===== src/include/fslos_map.svh =====
// Purpose: Offsets, field positions, reset values, command codes and timing counts.
// Assumes: A 250 MHz pclk and an 8-bit flash command byte on the low data lanes.
// Notes: Each cycle count is derived from its time in nanoseconds, rounded up.
`ifndef FSLOS_MAP_SVH
`define FSLOS_MAP_SVH

// Register byte offsets on the APB side.
`define FSLOS_CMD_OFS 8'h00
`define FSLOS_ADDR_OFS 8'h04
`define FSLOS_WDATA_OFS 8'h08
`define FSLOS_STAT_OFS 8'h0c
`define FSLOS_PINS_OFS 8'h10

// Field positions inside the status and pin registers, and the last operation code.
`define FSLOS_ST_BUSY 8
`define FSLOS_ST_SUSP 9
`define FSLOS_ST_REFUSED 10
`define FSLOS_ST_READY 11
`define FSLOS_ST_LOCKUNK 12
`define FSLOS_PIN_RST 0
`define FSLOS_PIN_WP 1
`define FSLOS_OP_LAST 4'h9

// Status byte bits reported by the flash.
`define FSLOS_SR_READY 7
`define FSLOS_SR_CLRERR 5
`define FSLOS_SR_SUSP 2

// Reset values.
`define FSLOS_PINS_RST 2'h0
`define FSLOS_STAT_RST 8'h80

// Flash command bytes.
`define FSLOS_C_READ_ARRAY 8'hff
`define FSLOS_C_READ_STATUS 8'h70
`define FSLOS_C_CLR_STATUS 8'h50
`define FSLOS_C_WRITE 8'h40
`define FSLOS_C_SUSPEND 8'hb0
`define FSLOS_C_RESUME 8'hd0
`define FSLOS_C_LOCK_SETUP 8'h60
`define FSLOS_C_BLOCK_LOCK 8'h01
`define FSLOS_C_PERM_LOCK 8'hf1
`define FSLOS_C_CLR_LOCKS 8'hd0
`define FSLOS_C_OTP 8'hc0

// Bus timing in nanoseconds and the derived least cycle counts.
`define FSLOS_T_CLK_NS 4
`define FSLOS_T_SETUP_NS 20
`define FSLOS_T_WE_NS 50
`define FSLOS_T_ACC_NS 90
`define FSLOS_T_RECOV_NS 20
`define FSLOS_T_BUSY_NS 100
`define FSLOS_CYC(ns) 8'(((ns) + `FSLOS_T_CLK_NS - 1) / `FSLOS_T_CLK_NS)
`define FSLOS_SETUP_CYC `FSLOS_CYC(`FSLOS_T_SETUP_NS)
`define FSLOS_WE_CYC `FSLOS_CYC(`FSLOS_T_WE_NS)
`define FSLOS_ACC_CYC `FSLOS_CYC(`FSLOS_T_ACC_NS)
`define FSLOS_RECOV_CYC `FSLOS_CYC(`FSLOS_T_RECOV_NS)
`define FSLOS_BUSY_CYC `FSLOS_CYC(`FSLOS_T_BUSY_NS)

`endif


===== src/include/fslos_pkg.sv =====
// Purpose: Types shared by the flash sequencer and its bench.
// Assumes: Nothing beyond the map header.
// Notes: Operation order defines the code written to the command register.
`default_nettype none
package fslos_pkg;
    // Operations that software can order.
    typedef enum logic [3:0] {
        OP_READ_ARRAY, OP_READ_STATUS, OP_CLR_STATUS, OP_WRITE, OP_SUSPEND,
        OP_RESUME, OP_BLOCK_LOCK, OP_PERM_LOCK, OP_CLR_LOCKS, OP_OTP
    } fslos_op_e;
    // Kind of one step of an operation.
    typedef enum logic [1:0] {K_WR, K_RD, K_WAIT, K_END} fslos_kind_e;
    // Sequencer states.
    typedef enum logic [2:0] {
        ST_IDLE, ST_FETCH, ST_SETUP, ST_STROBE, ST_RECOVER, ST_WAIT
    } fslos_state_e;
    // One step: its kind, a command byte, and whether user data replaces it.
    typedef struct packed {
        fslos_kind_e kind;
        logic use_data;
        logic [7:0] code;
    } fslos_step_s;
    // Flash pins driven by the controller.
    typedef struct packed {
        logic ce_n;
        logic oe_n;
        logic we_n;
        logic rst_n;
        logic wp_n;
        logic dq_oe_n;
        logic [18:0] addr;
        logic [15:0] dq_out;
    } fslos_pins_s;
endpackage
`default_nettype wire


===== src/logic/fslos_ctrl.sv =====
// Purpose: APB-controlled host that drives a boot-block flash through its pins.
// Assumes: Flash inputs are synchronous to pclk; ready_busy_pin reads 1 when released.
// Notes: Suspend, resume, lock, clear-lock and one-time-area sequences are issued here.
// Functional notes
// - Host confirms suspension by status read
// - Keep reset high, protect fixed while suspended
// - Lock set is setup plus confirm write
// - Aborted clear leaves locks unknown; repeat
// - One-time program is code then data write
//
// The APB register port and the register addresses were left to the implementer.
`include "fslos_map.svh"
`default_nettype none
module fslos_ctrl import fslos_pkg::*; (
    // Clock and reset.
    input wire logic pclk,
    input wire logic presetn,
    // APB slave.
    input wire logic [7:0] paddr,
    input wire logic psel,
    input wire logic penable,
    input wire logic pwrite,
    input wire logic [31:0] pwdata,
    output logic [31:0] prdata,
    output logic pready,
    output logic pslverr,
    // Flash pins.
    output fslos_pins_s fl_out,
    input wire logic [15:0] fl_dq_in,
    input wire logic fl_ryby
);
    // Step table of each operation.
    function automatic fslos_step_s step_of(input fslos_op_e op, input logic [2:0] idx);
        fslos_step_s s;
        s = '{kind: K_END, use_data: 1'b0, code: 8'h00};
        unique case (op)
            OP_READ_ARRAY: if (idx == 3'h0) s = '{K_WR, 1'b0, `FSLOS_C_READ_ARRAY};
                else if (idx == 3'h1) s.kind = K_RD;
            OP_READ_STATUS: if (idx == 3'h0) s = '{K_WR, 1'b0, `FSLOS_C_READ_STATUS};
                else if (idx == 3'h1) s.kind = K_RD;
            OP_CLR_STATUS: if (idx == 3'h0) s = '{K_WR, 1'b0, `FSLOS_C_CLR_STATUS};
            OP_WRITE: if (idx == 3'h0) s = '{K_WR, 1'b0, `FSLOS_C_WRITE};
                else if (idx == 3'h1) s = '{K_WR, 1'b1, 8'h00};
            OP_SUSPEND: if (idx == 3'h0) s = '{K_WR, 1'b0, `FSLOS_C_SUSPEND};
                else if (idx == 3'h1) s.kind = K_WAIT;
                else if (idx == 3'h2) s = '{K_WR, 1'b0, `FSLOS_C_READ_STATUS};
                else if (idx == 3'h3) s.kind = K_RD;
            OP_RESUME: if (idx == 3'h0) s = '{K_WR, 1'b0, `FSLOS_C_RESUME};
            default: begin
                // Two-write operations that wait for ready and then read status.
                if (idx == 3'h0) begin
                    s.kind = K_WR;
                    s.code = (op == OP_OTP) ? `FSLOS_C_OTP : `FSLOS_C_LOCK_SETUP;
                end else if (idx == 3'h1) begin
                    s.kind = K_WR;
                    s.use_data = (op == OP_OTP);
                    s.code = (op == OP_BLOCK_LOCK) ? `FSLOS_C_BLOCK_LOCK :
                             (op == OP_PERM_LOCK) ? `FSLOS_C_PERM_LOCK : `FSLOS_C_CLR_LOCKS;
                end else if (idx == 3'h2) begin
                    s.kind = K_WAIT;
                end else if (idx == 3'h3) begin
                    s.kind = K_RD;
                end
            end
        endcase
        return s;
    endfunction

    // Address decode of the register map.
    function automatic logic reg_mapped(input logic [7:0] a);
        return (a == `FSLOS_CMD_OFS) || (a == `FSLOS_ADDR_OFS) || (a == `FSLOS_WDATA_OFS) ||
               (a == `FSLOS_STAT_OFS) || (a == `FSLOS_PINS_OFS);
    endfunction

    fslos_state_e state_r, state_nxt;
    fslos_op_e op_r, op_nxt;
    fslos_pins_s fl_r, fl_nxt;
    logic [2:0] idx_r, idx_nxt;
    logic [7:0] cnt_r, cnt_nxt;
    logic [18:0] addr_r, addr_nxt;
    logic [15:0] wdata_r, wdata_nxt;
    logic [15:0] rdata_r, rdata_nxt;
    logic [7:0] sr_r, sr_nxt;
    logic susp_r, susp_nxt;
    logic refused_r, refused_nxt;
    logic lockunk_r, lockunk_nxt;
    logic [1:0] wrcnt_r, wrcnt_nxt;
    logic [7:0] lastwr_r, lastwr_nxt;
    logic [31:0] prdata_r, prdata_nxt;
    logic pready_r, pready_nxt;
    logic pslverr_r, pslverr_nxt;
    logic wr_go;
    logic busy;
    fslos_step_s step;
    fslos_op_e req_op;

    // Outputs straight from their flip-flops.
    assign prdata = prdata_r;
    assign pready = pready_r;
    assign pslverr = pslverr_r;
    assign fl_out = fl_r;
    assign busy = (state_r != ST_IDLE);
    assign wr_go = psel && penable && pready_r && pwrite;
    assign step = step_of(op_r, idx_r);
    assign req_op = fslos_op_e'(pwdata[3:0]);

    // Next values of the APB slave, the registers and the pin sequencer.
    always_comb begin
        state_nxt = state_r;
        op_nxt = op_r;
        fl_nxt = fl_r;
        idx_nxt = idx_r;
        cnt_nxt = cnt_r;
        addr_nxt = addr_r;
        wdata_nxt = wdata_r;
        rdata_nxt = rdata_r;
        sr_nxt = sr_r;
        susp_nxt = susp_r;
        refused_nxt = refused_r;
        lockunk_nxt = lockunk_r;
        wrcnt_nxt = wrcnt_r;
        lastwr_nxt = lastwr_r;
        prdata_nxt = prdata_r;
        pslverr_nxt = pslverr_r;
        pready_nxt = 1'b0;
        // One wait state: data and error are loaded on the same edge as pready rises.
        if (psel && penable && !pready_r) begin
            pready_nxt = 1'b1;
            pslverr_nxt = !reg_mapped(paddr);
            unique case (paddr)
                `FSLOS_CMD_OFS: prdata_nxt = {27'h0, busy, op_r};
                `FSLOS_ADDR_OFS: prdata_nxt = {13'h0, addr_r};
                `FSLOS_WDATA_OFS: prdata_nxt = {16'h0, wdata_r};
                `FSLOS_STAT_OFS: prdata_nxt = {rdata_r, 3'h0, lockunk_r, fl_ryby,
                                               refused_r, susp_r, busy, sr_r};
                `FSLOS_PINS_OFS: prdata_nxt = {30'h0, fl_r.wp_n, fl_r.rst_n};
                default: prdata_nxt = 32'h0;
            endcase
        end
        // Operand registers take writes only while idle.
        if (wr_go && !busy && paddr == `FSLOS_ADDR_OFS) addr_nxt = pwdata[18:0];
        if (wr_go && !busy && paddr == `FSLOS_WDATA_OFS) wdata_nxt = pwdata[15:0];
        // A suspended device may only see read-array, read-status and resume.
        if (wr_go && paddr == `FSLOS_CMD_OFS) begin
            if (busy || pwdata[3:0] > `FSLOS_OP_LAST ||
                (susp_r && !(req_op inside {OP_READ_ARRAY, OP_READ_STATUS, OP_RESUME}))) begin
                refused_nxt = 1'b1;
            end else begin
                refused_nxt = 1'b0;
                op_nxt = req_op;
                idx_nxt = 3'h0;
                wrcnt_nxt = 2'h0;
                state_nxt = ST_FETCH;
            end
        end
        unique case (state_r)
            ST_IDLE: ;
            ST_FETCH: begin
                unique case (step.kind)
                    K_END: begin
                        state_nxt = ST_IDLE;
                        if (op_r == OP_RESUME) susp_nxt = 1'b0;
                        if (op_r == OP_CLR_LOCKS && !sr_r[`FSLOS_SR_CLRERR]) begin
                            lockunk_nxt = 1'b0;
                        end
                    end
                    K_WAIT: begin
                        cnt_nxt = `FSLOS_BUSY_CYC;
                        state_nxt = ST_WAIT;
                    end
                    default: begin
                        // Address and data stay put until the strobe has risen.
                        fl_nxt.ce_n = 1'b0;
                        fl_nxt.addr = addr_r;
                        fl_nxt.dq_oe_n = (step.kind != K_WR);
                        fl_nxt.dq_out = step.use_data ? wdata_r : {8'h00, step.code};
                        if (step.kind == K_WR) begin
                            lastwr_nxt = step.use_data ? wdata_r[7:0] : step.code;
                        end
                        cnt_nxt = `FSLOS_SETUP_CYC;
                        state_nxt = ST_SETUP;
                    end
                endcase
            end
            ST_SETUP: begin
                cnt_nxt = cnt_r - 8'h01;
                if (cnt_r <= 8'h01) begin
                    fl_nxt.we_n = (step.kind != K_WR);
                    fl_nxt.oe_n = (step.kind == K_WR);
                    cnt_nxt = (step.kind == K_WR) ? `FSLOS_WE_CYC : `FSLOS_ACC_CYC;
                    state_nxt = ST_STROBE;
                end
            end
            ST_STROBE: begin
                cnt_nxt = cnt_r - 8'h01;
                if (cnt_r <= 8'h01) begin
                    // Rising write strobe latches address and data in the flash.
                    fl_nxt.we_n = 1'b1;
                    fl_nxt.oe_n = 1'b1;
                    if (step.kind == K_WR) wrcnt_nxt = wrcnt_r + 2'h1;
                    if (step.kind == K_RD) begin
                        rdata_nxt = fl_dq_in;
                        if (op_r != OP_READ_ARRAY) sr_nxt = fl_dq_in[7:0];
                        if (op_r == OP_SUSPEND) begin
                            susp_nxt = fl_dq_in[`FSLOS_SR_SUSP];
                        end
                    end
                    cnt_nxt = `FSLOS_RECOV_CYC;
                    state_nxt = ST_RECOVER;
                end
            end
            ST_RECOVER: begin
                cnt_nxt = cnt_r - 8'h01;
                if (cnt_r <= 8'h01) begin
                    fl_nxt.ce_n = 1'b1;
                    fl_nxt.dq_oe_n = 1'b1;
                    idx_nxt = idx_r + 3'h1;
                    state_nxt = ST_FETCH;
                end
            end
            ST_WAIT: begin
                // Give the device time to pull the pin low before trusting it.
                if (cnt_r > 8'h01) begin
                    cnt_nxt = cnt_r - 8'h01;
                end else if (fl_ryby) begin
                    idx_nxt = idx_r + 3'h1;
                    state_nxt = ST_FETCH;
                end
            end
            default: state_nxt = ST_IDLE;
        endcase
        // Pin levels are frozen while a write is suspended.
        if (wr_go && paddr == `FSLOS_PINS_OFS && !susp_r) begin
            fl_nxt.wp_n = pwdata[`FSLOS_PIN_WP];
            fl_nxt.rst_n = pwdata[`FSLOS_PIN_RST];
            if (!pwdata[`FSLOS_PIN_RST] && busy) begin
                // A device reset aborts the running sequence.
                state_nxt = ST_IDLE;
                fl_nxt.ce_n = 1'b1;
                fl_nxt.oe_n = 1'b1;
                fl_nxt.we_n = 1'b1;
                fl_nxt.dq_oe_n = 1'b1;
                if (op_r == OP_CLR_LOCKS) lockunk_nxt = 1'b1;
            end
        end
    end

    // Register every next value.
    always_ff @(posedge pclk or negedge presetn) begin
        if (!presetn) begin
            state_r <= ST_IDLE;
            op_r <= OP_READ_ARRAY;
            fl_r <= '{ce_n: 1'b1, oe_n: 1'b1, we_n: 1'b1, dq_oe_n: 1'b1,
                      rst_n: 1'(`FSLOS_PINS_RST >> `FSLOS_PIN_RST), addr: 19'h0,
                      wp_n: 1'(`FSLOS_PINS_RST >> `FSLOS_PIN_WP), dq_out: 16'h0};
            idx_r <= 3'h0;
            cnt_r <= 8'h00;
            addr_r <= 19'h0;
            wdata_r <= 16'h0;
            rdata_r <= 16'h0;
            sr_r <= `FSLOS_STAT_RST;
            susp_r <= 1'b0;
            refused_r <= 1'b0;
            lockunk_r <= 1'b0;
            wrcnt_r <= 2'h0;
            lastwr_r <= 8'h00;
            prdata_r <= 32'h0;
            pready_r <= 1'b0;
            pslverr_r <= 1'b0;
        end else begin
            state_r <= state_nxt;
            op_r <= op_nxt;
            fl_r <= fl_nxt;
            idx_r <= idx_nxt;
            cnt_r <= cnt_nxt;
            addr_r <= addr_nxt;
            wdata_r <= wdata_nxt;
            rdata_r <= rdata_nxt;
            sr_r <= sr_nxt;
            susp_r <= susp_nxt;
            refused_r <= refused_nxt;
            lockunk_r <= lockunk_nxt;
            wrcnt_r <= wrcnt_nxt;
            lastwr_r <= lastwr_nxt;
            prdata_r <= prdata_nxt;
            pready_r <= pready_nxt;
            pslverr_r <= pslverr_nxt;
        end
    end

    // Checks on the pin sequences.
    chk_susp_status_read: assert property (@(posedge pclk) disable iff (!presetn)
        (state_r == ST_STROBE && op_r == OP_SUSPEND && step.kind == K_RD)
        |-> lastwr_r == `FSLOS_C_READ_STATUS)
        else $error("Suspend status read not preceded by read-status command.");
    chk_susp_pins_held: assert property (@(posedge pclk) disable iff (!presetn)
        (susp_r && $past(susp_r)) |-> (fl_r.rst_n && $stable(fl_r.wp_n)))
        else $error("Reset or protect pin changed during suspension.");
    chk_lock_two_writes: assert property (@(posedge pclk) disable iff (!presetn)
        (state_r == ST_WAIT && op_r inside {OP_BLOCK_LOCK, OP_PERM_LOCK})
        |-> wrcnt_r == 2'h2)
        else $error("Lock operation waited without two bus writes.");
    chk_otp_data_write: assert property (@(posedge pclk) disable iff (!presetn)
        (state_r == ST_WAIT && op_r == OP_OTP)
        |-> (wrcnt_r == 2'h2 && lastwr_r == wdata_r[7:0]))
        else $error("One-time program waited without code and data writes.");
    chk_addr_stable_we: assert property (@(posedge pclk) disable iff (!presetn)
        (!fl_r.we_n && !$past(fl_r.we_n)) |-> ($stable(fl_r.addr) && $stable(fl_r.dq_out)))
        else $error("Address or data moved while write strobe low.");
    chk_clear_abort_flag: assert property (@(posedge pclk) disable iff (!presetn)
        (busy && op_r == OP_CLR_LOCKS && wr_go && paddr == `FSLOS_PINS_OFS && !susp_r
         && !pwdata[`FSLOS_PIN_RST]) |=> (lockunk_r && !busy))
        else $error("Aborted clear did not flag lock bits unknown.");
    cov_suspend_ok: cover property (@(posedge pclk) disable iff (!presetn) $rose(susp_r));
    cov_resume: cover property (@(posedge pclk) disable iff (!presetn) $fell(susp_r));
    cov_otp_done: cover property (@(posedge pclk) disable iff (!presetn)
        (op_r == OP_OTP && state_r == ST_FETCH && step.kind == K_END));
    cov_refused: cover property (@(posedge pclk) disable iff (!presetn) $rose(refused_r));
endmodule // fslos_ctrl
`default_nettype wire


===== config.mk =====
export PLATFORM = sky130hd
export DESIGN_NAME = fslos_ctrl
export DESIGN_NICKNAME = d
export VERILOG_FILES = /design/src/include/fslos_pkg.sv /design/src/logic/fslos_ctrl.sv
export VERILOG_INCLUDE_DIRS = /design/src /design/src/include
export SDC_FILE = /design/constraint.sdc
export NUM_CORES = 1
export LEC_CHECK = 0
export BUFFER_PORTS_ARGS = -buffer_cell sky130_fd_sc_hd__buf_2
export CAP_MARGIN = 20
export CORE_ASPECT_RATIO = 0.6
export CORE_UTILIZATION = 50
export DETAILED_ROUTE_END_ITERATION = 6
export PLACE_DENSITY_LB_ADDON = 0.1
export SYNTH_ARGS = -nofsm -noshare
export SYNTH_HDL_FRONTEND = slang
export SYNTH_SLANG_ARGS = --single-unit

===== constraint.sdc =====
create_clock -name pclk -period 2.92 [get_ports pclk]
set_clock_uncertainty 0.2 [all_clocks]
set_input_delay 0.146 -clock pclk [delete_from_list [all_inputs] [get_ports pclk]]
set_output_delay 0.146 -clock pclk [all_outputs]
set_load 0.03 [all_outputs]

==> results.py <==
metrics = {
    "synthesis": {
        "ys.flop_type": "dfrtp_1",
        "syn_area_per_cell_um2": 11.1,
        "ys_ff_latch": 155,
        "synthTopCellsByCount": "dfrtp_1 (150), mux2_2 (84), nand2_1 (62), o21ai_0 (62), nor2_1 (41)",
        "yosysWarnings": 0,
        "async_reset_ff_share_pct": 100,
        "syn_nets": 723,
        "synth_cells": 654,
        "syn-cell-area_um2": 7270,
        "yosys-top-cells-area": "dfrtp_1 (52%), mux2_2 (13%), o21ai_0 (4.3%), nand2_1 (3.2%), mux2i_1 (2.6%)",
        "synth_cell_types": 61,
        "synth-edff-count": 0,
        "ys_seq_area_share_pct": 53.5,
        "synth_top_area_share_pct": 51.6,
        "synth.most_common_cell": "dfrtp_1",
        "synth_top_area_cell": "dfrtp_1",
    },
    "floorplan": {
        "die_h_um": 95.4,
        "die_x_um": 158,
        "io_pins": 137,
        "start_util_pct": 52.2,
        "die_area_um2": 15000,
        "placementRows": 33,
        "core_um2": 13900,
    },
    "critical_path": {
        "critical-path-top-delay-family": "simple AND/OR/NAND/NOR gates",
        "cp_slowest_cell": "or4_4",
        "crit_buf_inv": 1,
        "max_stage_delay_ns": 0.56,
        "end_kind": "flip-flop",
        "critPathLaunchType": "flip-flop",
        "crit_fanout": 8,
        "worstPathRequired_ns": 3.02,
        "arrival_ns": 2.92,
        "crit_chain": "or4_4 > or4_4 > nor3_1 > nor3b_4 > buf_12 > mux2_2",
        "r2r_slack_ns": 0.1,
        "criticalPathCategory": "flip-flop to flip-flop",
        "crit_top_cell": "or4_4",
    },
    "detailed_routing": {
        "dr.pass1.iters": 7,
        "vias": 5935,
        "postRouteAntennaNets": 0,
        "drt-total-wl_um": 19700,
        "drtIter0Drc": 450,
        "drc": 0,
        "wl_per_cell_um": 18.8,
        "routed_via_density": 5.68,
    },
    "run_status": {
        "status": "finished, final reports clean",
    },
    "sta": {
        "setup_violations": 0,
        "relSlewSlack_pct": 64.4,
        "setup_tns_ns": 0,
        "setup_slack_ns": 0.0989,
        "fmax_mhz": 354,
        "worstMarginPinSlew_ns": 0.533,
        "fin_crit_ns": 2.82,
        "holdWs_ns": 0.0103,
        "final_hold_viol_count": 0,
        "rsz0062_at_grt": "yes",
        "period_share_pct": 96.6,
        "slew_viol_final": 0,
    },
    "cts": {
        "htreeDepth": 4,
        "cts_tree": "built",
        "clk_latency_ns": 0.42,
        "clk_pin_slew_ns": 0.06,
        "clock_path_buffers": 2,
        "cts_inserted_buffers": 17,
        "cts_sinks": 155,
        "ctsRootBufferMaster": "clkbuf_16",
    },
    "cells_and_area": {
        "multi_input_area_um2": 3110,
        "fillers": 1074,
        "layout.cells.non_filler": 1044,
        "seqCellArea_um2": 3890,
        "nNetsFinal": 908,
        "fin_area_um2": 9350,
        "utilization_pct": 67.2,
        "synthToLayoutAreaGrowth_pct": 28.6,
        "diodes": 0,
        "drive_gt1_share_pct": 36.0,
    },
    "power_and_ir_drop": {
        "p_leak_nw": 4.54,
        "p_per_area_nw_per_um2": 516,
        "total_power_mw": 4.82,
        "ir_worst_vdd_v": 0.000380,
    },
    "place": {
        "dpl_cell_area_um2": 8280,
        "gp_congestion": 0.919,
        "pre_cts_ws_ns": 0.0419,
        "dpl.cell_count": 974,
        "post-dp-hpwl_um": 14000,
        "portBuffers": 123,
    },
    "hold_path": {
        "hp-class": "primary input to flip-flop",
    },
    "job": {
        "max_cap_viol_count": 0,
    },
    "global_route": {
        "groute.usage.overall_pct": 27.6,
        "grt-ovfl-total": 0,
        "grt_pass1_vias": 5779,
        "grt_pass1_wl_um": 30900,
        "antenna_found_initial": 0,
        "grt_max_degree": 55,
    },
}
[tightest hold or removal path, delay by kind of cell]
kind	cells	cell delay (ns)
AND/OR/NAND/NOR	4	0.36
buffers and inverters	1	0.08
[metal layers]
layer | part of all wire (%) | GRT usage (%) | wire (µm)
met1 | 48 | 41.0 | 9510
met2 | 43 | 41.0 | 8430
met3 | 7.5 | 5.32 | 1480
met4 | 1.3 | 8.50 | 254
met5 | 0 | 0 | 0
[worst paths after layout]
check | startpoint | to | cells after the start
worst max-delay path | cnt_r[3] | sr_r[0] | 6
worst min-delay path | paddr[7] | pslverr | 5
worst max register to register | cnt_r[3] | sr_r[0] | 6
worst min register to register | fl_out[5] | fl_out[5] | 2
max in group asynchronous | presetn | sr_r[7] | 3
min in group asynchronous | presetn | prdata[31] | 2
[cells by family after synthesis]
family,synth area share (%)
AND/OR/NAND/NOR,11.2
adder cells (fa/ha/maj),1.20
flip-flops,53.5
AO/OA/AOI/OAI,14.3
XOR/XNOR,0.241
multiplexers,15.6
buffers and inverters,3.99
[layout make-up]
type / instances / area share (%)
inverter: 16 / 0.643
tap: 192 / 2.57
clock inverter: 12 / 2.26
clock buffer: 20 / 4.78
timing repair buffer: 208 / 14.9
multi-input combinational: 441 / 33.3
sequential: 155 / 41.6
[registers in the layout, indices dropped and copies added, names as in the netlist, 3 cells and up]
name	cells
fl_out	41
prdata	32
addr_r	19
rdata_r	16
wdata_r	16
cnt_r	8
sr_r	8
op_r	4
idx_r	3
state_r	3
[layout by cell type, fill, tap and decap left out, types with 3 or more instances in the layout]
cell	Yosys	layout
o31ai_1	3	3
nand2b_1	4	4
dlygate4sd3_1	0	37
or4_1	8	7
nand4_1	3	3
bufinv_16	0	5
ha_1	7	6
inv_1	16	15
o22ai_1	7	7
nor2_1	41	41
mux2_2	84	84
mux2i_1	19	19
dfrtp_1	150	149
a22o_1	17	17
nand2_1	62	62
a32oi_1	3	3
buf_4	1	45
a21oi_1	36	36
o22a_1	3	3
o21ai_0	62	62
or3_1	3	3
clkbuf_16	0	17
buf_2	7	122
buf_12	0	3
o21a_1	3	3
nor3_1	10	9
a22oi_1	6	6
nor2b_1	7	7
nand3_1	10	10
o221ai_1	3	3
dfstp_2	5	5
[power by group]
group,switching (mW),total [mW],internal [mW]
clock,0.910,2.47,1.56
combinational,0.106,0.189,0.0830
sequential,0.00746,2.17,2.16
[timing repair]
action / CTS / global route
hold buffers: 37 / 0
setup buffers: 0 / 1
gates resized for setup: 0 / 5
hold endpoints to repair: 171 / 0
endpoints found under the setup margin: 0 / 28
Note: power is estimated with default switching activity, not from simulation.
